## config.mk

```make
export PLATFORM = sky130hd
export DESIGN_NAME = rsb_status_bank
export DESIGN_NICKNAME = d
export VERILOG_FILES = /design/src/pkg/rsb_pkg.sv /design/src/pkg/rsb_flag_if.sv /design/src/rtl/rsb_status_bank.sv /design/src/rtl/rsb_pkt_flags.sv
export SDC_FILE = /design/constraint.sdc
export NUM_CORES = 1
export LEC_CHECK = 0
export BUFFER_PORTS_ARGS = -buffer_cell sky130_fd_sc_hd__buf_2
export CORE_MARGIN = 3
export CORE_UTILIZATION = 47
export DETAILED_ROUTE_END_ITERATION = 10
export PLACE_DENSITY = 0.91
export SETUP_SLACK_MARGIN = 0.2
export SYNTH_ARGS = -nofsm -noshare
export SYNTH_HDL_FRONTEND = slang
export SYNTH_HIERARCHICAL = 1
export SYNTH_SLANG_ARGS = --single-unit
```

## constraint.sdc

```tcl
create_clock -name i_clk_sys -period 1.85 [get_ports i_clk_sys]
set_clock_uncertainty 0.1 [all_clocks]
set_input_delay 0.0925 -clock i_clk_sys [delete_from_list [all_inputs] [get_ports i_clk_sys]]
set_output_delay 0.0925 -clock i_clk_sys [all_outputs]
set_load 0.1 [all_outputs]
```

## src/pkg/rsb_pkg.sv

```systemverilog
// Constants and shared decode for the radio status register bank.
// Assumes an 8-bit register address whose two top bits select the alias.
package rsb_pkg;

    // Register offsets, low six address bits
    localparam logic [5:0] REG_SIGNAL_STRENGTH = 6'h34;
    localparam logic [5:0] REG_RADIO_FSM_STATE = 6'h35;
    localparam logic [5:0] REG_PACKET_STATUS = 6'h38;
    localparam logic [5:0] REG_TX_QUEUE_LEVEL = 6'h3A;
    localparam logic [5:0] REG_RX_QUEUE_LEVEL = 6'h3B;

    // Top address bits: plain and alias windows
    localparam logic [1:0] TAG_PLAIN = 2'h0;
    localparam logic [1:0] TAG_ALIAS = 2'h3;

    // Packet status bit positions
    localparam int PKT_CRC_OK_BIT = 7;
    localparam int PKT_CARRIER_BIT = 6;
    localparam int PKT_CLEAR_CHANNEL_BIT = 4;
    localparam int PKT_FRAME_START_BIT = 3;
    localparam int PKT_GP_TWO_BIT = 2;
    localparam int PKT_GP_ZERO_BIT = 0;

    // Queue level layout: flag on top, count below
    localparam int QUEUE_FLAG_BIT = 7;
    localparam int QUEUE_COUNT_W = 7;

    // Reset and unmapped-read values of the read path
    localparam logic [7:0] RDATA_RESET = 8'h00;
    localparam logic [7:0] RDATA_UNMAPPED = 8'h00;

    // Radio state codes as the radio controller reports them
    typedef enum logic [4:0] {
        ST_SLEEP = 5'h00, ST_IDLE = 5'h01, ST_CRYSTAL_OFF = 5'h02,
        ST_VCO_ON_MC = 5'h03, ST_REG_ON_MC = 5'h04, ST_MANUAL_CAL = 5'h05,
        ST_VCO_ON = 5'h06, ST_REG_ON = 5'h07, ST_START_CAL = 5'h08,
        ST_BW_BOOST = 5'h09, ST_SYNTH_LOCK = 5'h0A, ST_ADC_ON = 5'h0B,
        ST_END_CAL = 5'h0C, ST_RX = 5'h0D, ST_RX_END = 5'h0E,
        ST_RX_RESTART = 5'h0F, ST_TX_TO_RX = 5'h10, ST_RX_OVERRUN = 5'h11,
        ST_SYNTH_ON = 5'h12, ST_TX = 5'h13, ST_TX_END = 5'h14,
        ST_RX_TO_TX = 5'h15, ST_TX_UNDERRUN = 5'h16
    } rsb_state_t;

    // Receive family spans three codes
    function automatic logic rsb_in_rx(input logic [4:0] code);
        return (code == ST_RX) || (code == ST_RX_END) || (code == ST_RX_RESTART);
    endfunction

    // Address lands in the bank, plain or alias
    function automatic logic rsb_tag_ok(input logic [1:0] tag);
        return (tag == TAG_PLAIN) || (tag == TAG_ALIAS);
    endfunction

endpackage

```

## src/pkg/rsb_flag_if.sv

```systemverilog
// Carrier between the register bank and its packet flag tracker.
// Assumes both ends share i_clk_sys.
`timescale 1ns/1ns
interface rsb_flag_if;
    logic [4:0] state_code;
    logic crc_done;
    logic crc_match;
    logic carrier_sense;
    logic sync_found;
    logic frame_over;
    logic crc_ok;
    logic carrier_flag;
    logic frame_start_flag;

    modport bank (output state_code, crc_done, crc_match, carrier_sense,
        sync_found, frame_over, input crc_ok, carrier_flag, frame_start_flag);
    modport tracker (input state_code, crc_done, crc_match, carrier_sense,
        sync_found, frame_over, output crc_ok, carrier_flag, frame_start_flag);
endinterface

```

## src/rtl/rsb_status_bank.sv

```systemverilog
// Read-only status register bank of the packet radio.
// Assumes radio, FIFO and output-pin logic drive the status inputs
// synchronously to i_clk_sys; the host reaches it over the register port.
`timescale 1ns/1ns

module rsb_status_bank #(
    parameter int COUNT_W = rsb_pkg::QUEUE_COUNT_W
) (
    input wire logic i_clk_sys,
    input wire logic i_sys_rst,
    input wire logic [7:0] i_reg_addr,
    input wire logic i_reg_rd,
    input wire logic i_reg_wr,
    output logic [7:0] o_reg_rdata,
    output logic o_reg_ack,
    input wire logic [7:0] i_signal_strength_level,
    input wire logic [4:0] i_radio_state_code,
    input wire logic i_crc_done,
    input wire logic i_crc_match,
    input wire logic i_carrier_sense,
    input wire logic i_clear_channel,
    input wire logic i_sync_found,
    input wire logic i_packet_end,
    input wire logic i_addr_filter_drop,
    input wire logic i_len_filter_drop,
    input wire logic i_gp_output_two,
    input wire logic i_output_two_invert,
    input wire logic i_gp_output_zero,
    input wire logic i_output_zero_invert,
    input wire logic [COUNT_W-1:0] i_tx_byte_count,
    input wire logic i_tx_queue_underrun,
    input wire logic [COUNT_W-1:0] i_rx_byte_count,
    input wire logic i_rx_queue_overrun
);
    typedef struct packed {
        logic [7:0] rdata;
        logic ack;
    } rsb_bank_t;

    rsb_bank_t cur;
    rsb_bank_t next;
    rsb_flag_if fi ();

    logic tag_ok;
    logic [5:0] offs;
    logic gp_two_raw;
    logic gp_zero_raw;
    logic [7:0] val_strength;
    logic [7:0] val_state;
    logic [7:0] val_packet;
    logic [7:0] val_tx;
    logic [7:0] val_rx;
    logic [7:0] read_value;

    // Events handed to the flag tracker
    assign fi.state_code = i_radio_state_code;
    assign fi.crc_done = i_crc_done;
    assign fi.crc_match = i_crc_match;
    assign fi.carrier_sense = i_carrier_sense;
    assign fi.sync_found = i_sync_found;
    assign fi.frame_over = i_packet_end || i_addr_filter_drop
        || i_len_filter_drop;

    rsb_pkt_flags u_flags (
        .i_clk_sys(i_clk_sys),
        .i_sys_rst(i_sys_rst),
        .fi(fi)
    );

    // Pin level arrives after inversion; undo it so software sees the raw level
    assign gp_two_raw = i_gp_output_two ^ i_output_two_invert;
    assign gp_zero_raw = i_gp_output_zero ^ i_output_zero_invert;

    // Address split; both windows alias to one set of registers
    assign tag_ok = rsb_pkg::rsb_tag_ok(i_reg_addr[7:6]);
    assign offs = i_reg_addr[5:0];

    // Register images built from live inputs and tracked flags
    assign val_strength = i_signal_strength_level;
    assign val_state = {3'h0, i_radio_state_code};

    always_comb begin
        val_packet = 8'h00;
        val_packet[rsb_pkg::PKT_CRC_OK_BIT] = fi.crc_ok;
        val_packet[rsb_pkg::PKT_CARRIER_BIT] = fi.carrier_flag;
        val_packet[rsb_pkg::PKT_CLEAR_CHANNEL_BIT] = i_clear_channel;
        val_packet[rsb_pkg::PKT_FRAME_START_BIT] = fi.frame_start_flag;
        val_packet[rsb_pkg::PKT_GP_TWO_BIT] = gp_two_raw;
        val_packet[rsb_pkg::PKT_GP_ZERO_BIT] = gp_zero_raw;
    end

    // Queue levels: underrun and overrun flags on top, counts below
    assign val_tx = {i_tx_queue_underrun, i_tx_byte_count};
    assign val_rx = {i_rx_queue_overrun, i_rx_byte_count};

    // Read decode; unmapped offsets read as zero
    always_comb begin
        read_value = rsb_pkg::RDATA_UNMAPPED;
        if (tag_ok) begin
            case (offs)
                rsb_pkg::REG_SIGNAL_STRENGTH: read_value = val_strength;
                rsb_pkg::REG_RADIO_FSM_STATE: read_value = val_state;
                rsb_pkg::REG_PACKET_STATUS: read_value = val_packet;
                rsb_pkg::REG_TX_QUEUE_LEVEL: read_value = val_tx;
                rsb_pkg::REG_RX_QUEUE_LEVEL: read_value = val_rx;
                default: read_value = rsb_pkg::RDATA_UNMAPPED;
            endcase
        end
    end

    // Read data is caught in the access cycle; a write only acknowledges,
    // so software never disturbs the reported state
    always_comb begin
        next = cur;
        next.ack = i_reg_rd || i_reg_wr;
        if (i_reg_rd) begin
            next.rdata = read_value;
        end
    end

    // Bank register
    always_ff @(posedge i_clk_sys or posedge i_sys_rst) begin
        if (i_sys_rst) begin
            cur.rdata <= rsb_pkg::RDATA_RESET;
            cur.ack <= 1'b0;
        end else begin
            cur <= next;
        end
    end

    assign o_reg_rdata = cur.rdata;
    assign o_reg_ack = cur.ack;
endmodule

```

## src/rtl/rsb_pkt_flags.sv

```systemverilog
// Packet flag tracker: CRC match, carrier sense and frame start.
// Assumes event inputs are one-cycle pulses on i_clk_sys.
`timescale 1ns/1ns
module rsb_pkt_flags (
    input wire logic i_clk_sys,
    input wire logic i_sys_rst,
    rsb_flag_if.tracker fi
);
    typedef struct packed {
        logic [4:0] prev_state;
        logic crc_ok;
        logic carrier;
        logic frame_start;
    } rsb_flags_t;

    rsb_flags_t cur;
    rsb_flags_t next;
    logic enter_rx;
    logic enter_idle;

    // Edges of the reported radio state
    assign enter_rx = (fi.state_code == rsb_pkg::ST_RX_RESTART)
        || (rsb_pkg::rsb_in_rx(fi.state_code) && !rsb_pkg::rsb_in_rx(cur.prev_state));
    assign enter_idle = (fi.state_code == rsb_pkg::ST_IDLE)
        && (cur.prev_state != rsb_pkg::ST_IDLE);

    // Flag updates; a fresh CRC match or sync beats a same-cycle clear, but idle entry beats carrier sense
    always_comb begin
        next = cur;
        next.prev_state = fi.state_code;
        if (fi.crc_done && fi.crc_match) begin
            next.crc_ok = 1'b1;
        end else if (fi.crc_done || enter_rx) begin
            next.crc_ok = 1'b0;
        end
        next.carrier = enter_idle ? 1'b0 : fi.carrier_sense;
        if (fi.sync_found) begin
            next.frame_start = 1'b1;
        end else if (fi.frame_over || fi.state_code == rsb_pkg::ST_RX_OVERRUN) begin
            next.frame_start = 1'b0;
        end
    end

    // State register
    always_ff @(posedge i_clk_sys or posedge i_sys_rst) begin
        if (i_sys_rst) begin
            cur <= '0;
        end else begin
            cur <= next;
        end
    end

    assign fi.crc_ok = cur.crc_ok;
    assign fi.carrier_flag = cur.carrier;
    assign fi.frame_start_flag = cur.frame_start;
endmodule

```

==> flow_summary.json <==
{
  "yosys-mux-area-fraction_pct": 9.955,
  "clkLatencyLatePin_ns": 0.30,
  "post_drt_wl_per_cell_um": 16.38,
  "min_period_ns": 1.580,
  "port_buffers": 61,
  "start_util_pct": 53.13,
  "ant_nets": 0,
  "totalPowerFinal_w": 0.0008284,
  "comb_power_share_pct": 27.6,
  "synthAdderAreaFrac_pct": 0,
  "min_path_type": "in -> reg",
  "rsz0062_at_grt": "false",
  "switching_share_pct": 30.85,
  "cp.arrival_ns": 1.67,
  "leakagePower_nw": 0.7382,
  "drc": 0,
  "core_area_mm2": 0.002082,
  "drt-initial-drc-count": 45,
  "ctsHoldBuffers": 11,
  "async_flop_share_pct": 100.0,
  "finalMaxSlewViolations": 0,
  "routed_wl_mm": 3.341,
  "clk_pin_slew_ns": 0.10,
  "power.internal_w": 0.0005728,
  "layout_common_cells": "buf_2 (61), dfrtp_1 (17), inv_1 (12)",
  "max_clock_freq_mhz": 632.9,
  "crit_path_start_kind": "input port",
  "crit_type": "in -> reg",
  "num_io_pins": 62,
  "post_cts_buffers": 0,
  "clock-sinks": 17,
  "drive_above_1_share_pct": 46.33,
  "run_status": "finished clean",
  "slew_headroom_pct": 67.47,
  "ys_ff_latch": 17,
  "p_sw_w": 0.0002556,
  "ys_types": 43,
  "grt_max_degree": 19,
  "rows": 16,
  "critPathMaxFanout": 5,
  "final_core_util_pct": 75.30,
  "yosys_warnings": 6,
  "grt_pass1_wl_mm": 5.285,
  "clkPwrFrac_pct": 24.8,
  "synthFlopType": "dfrtp_1",
  "ctsResizeCount": 0,
  "required_ns": 1.94,
  "synth_edf_count": 0,
  "finalSetupTns_ns": 0,
  "nNetsFinal": 231,
  "gp_congestion": 0.8203,
  "num_vias": 1163,
  "maxCapViolCount": 0,
  "synthSimpleGateAreaFrac_pct": 24.21,
  "grt_overflow": 0,
  "synth_top_family_by_area": "simple AND/OR/NAND/NOR gates",
  "avgViaCountPerCell": 5.701,
  "worst_pin_slew_ns": 0.4913,
  "ir_worst_vdd_mv": 0.4077,
  "period_share_pct": 85.41,
  "root_buffer": "clkbuf_4",
  "avgSynthCellArea_um2": 10.64,
  "dieArea_mm2": 0.002971,
  "antenna_found_initial": 0,
  "syn_to_final_growth_pct": 41.74,
  "setup-violations-final": 0,
  "cts_buffers": 3,
  "dr.pass1.iters": 6,
  "syn_area_mm2": 0.001106,
  "clockBufferDepth": 2,
  "dpl.hpwl_mm": 2.396,
  "syn-num-nets": 157,
  "r2r_setup_slack_ns": 0.63,
  "layout.cells.most_common": "buf_2",
  "tritoncts": "built",
  "synth_compound_area_share_pct": 19.68,
  "cp-end-kind": "register",
  "antennaDiodeCount": 0,
  "synth_cells": 104,
  "hold_viol": 0,
  "die_h_um": 54.51,
  "powerDensity_mw_per_mm2": 528.4,
  "track_usage_pct": 25.59,
  "p_seq_share_pct": 47.6,
  "seq_area_frac_synth_pct": 38.46,
  "synth_xor_area_share_pct": 2.376,
  "die_w_um": 54.51,
  "grt_pass1_vias": 1142,
  "cts_htree_levels": 1,
  "fillers": 146
}
routing by layer:
| metal | vias up | track usage [%] | share of wire (%) |
|---|---|---|---|
| met5 | - | 0 | 0 |
| met4 | 0 | 16.18 | 5.2 |
| met3 | 18 | 3.815 | 8.9 |
| met2 | 73 | 41.63 | 50 |
| met1 | 529 | 31.45 | 36 |
| li1 | 543 | - | - |
registers in the layout (all words and copies together), names as in the netlist:
| signal | count |
|---|---|
| u_flags/cur | 5 |
| u_flags/fi.frame_start_flag | 1 |
| o_reg_ack | 1 |
| u_flags/fi.crc_ok | 1 |
| o_reg_rdata | 8 |
| u_flags/fi.carrier_flag | 1 |
cell usage after synthesis, types with 2 or more instances:
library cell,count,share of area [%]
a221oi_1,2,1.6
dfrtp_1,17,38
mux2_2,8,8.1
and2_1,2,1.1
nand4_1,3,1.7
nand2b_1,5,2.8
o221ai_1,3,2.4
nand2_1,3,1.0
nor3_1,3,1.4
inv_1,12,4.1
o22ai_1,4,2.3
xor2_1,2,1.6
a211oi_1,2,1.4
buf_2,2,0.91
mux2i_1,2,1.8
nand3b_1,2,1.4
nor2b_1,3,1.7
a22oi_1,4,2.7
power groups by stage:
stage               clock, W  combinational (W)  sequential (W)
finish              0.000205           0.000229        0.000394
global route        0.000225           0.000247        0.000395
CTS                 0.000204           0.000225        0.000394
detailed placement         0           0.000206        0.000401
global placement           0           0.000202        0.000400
floorplan                  0          0.0000913        0.000431
path summary, 6_finish.rpt:
| kind | startpoint | to | cells past startpoint |
|---|---|---|---|
| min in group asynchronous | i_sys_rst | u_flags/cur[3] | 3 |
| hold reg to reg | o_reg_rdata[3] | o_reg_rdata[3] | 2 |
| max in group asynchronous | i_sys_rst | o_reg_rdata[4] | 3 |
| setup reg to reg | u_flags/fi.frame_start_flag | o_reg_rdata[3] | 4 |
| setup / recovery | i_radio_state_code[1] | u_flags/fi.frame_start_flag | 5 |
| hold / removal | i_reg_rd | o_reg_rdata[1] | 2 |
critical path: stages:
cell and delay [ns]:
dlygate4sd3_1 0.56, buf_2 0.16, or4b_1 0.57, o21ai_0 0.21, nand2b_1 0.08
stage by stage:
| stage | hold slack (ns) | cell area (µm²) | instances | worst slack [ns] |
|---|---|---|---|---|
| 3_5_place_dp | -0.03934 | 1431 | 189 | 0.3768 |
| 2_1_floorplan | -0.1918 | 1106 | 104 | 0.5005 |
| 6_report | 0.02835 | 1568 | 204 | 0.2699 |
| 3_3_place_gp | -0.05165 | 1431 | 189 | 0.4324 |
| 5_1_grt | 0.04917 | 1568 | 204 | 0.2495 |
| 4_1_cts | 0.01636 | 1568 | 204 | 0.3626 |
logic make-up (layout without fill, tap and decap cells):
logic type	after synthesis	in the layout
buffers and inverters	15	88
XOR/XNOR	3	3
flip-flops	17	17
AO/OA/AOI/OAI	25	25
multiplexers	10	10
AND/OR/NAND/NOR	34	34
final cells by class:
cell class / instances / area [µm²] / area share, %
clock buffer: 4 / 26.28 / 1.676
inverter: 12 / 45.04 / 2.873
multi-input combinational: 72 / 621.8 / 39.66
sequential: 17 / 425.4 / 27.13
tap: 27 / 33.78 / 2.155
timing repair buffer: 72 / 415.4 / 26.50
Note: power is estimated with default switching activity, not from simulation.
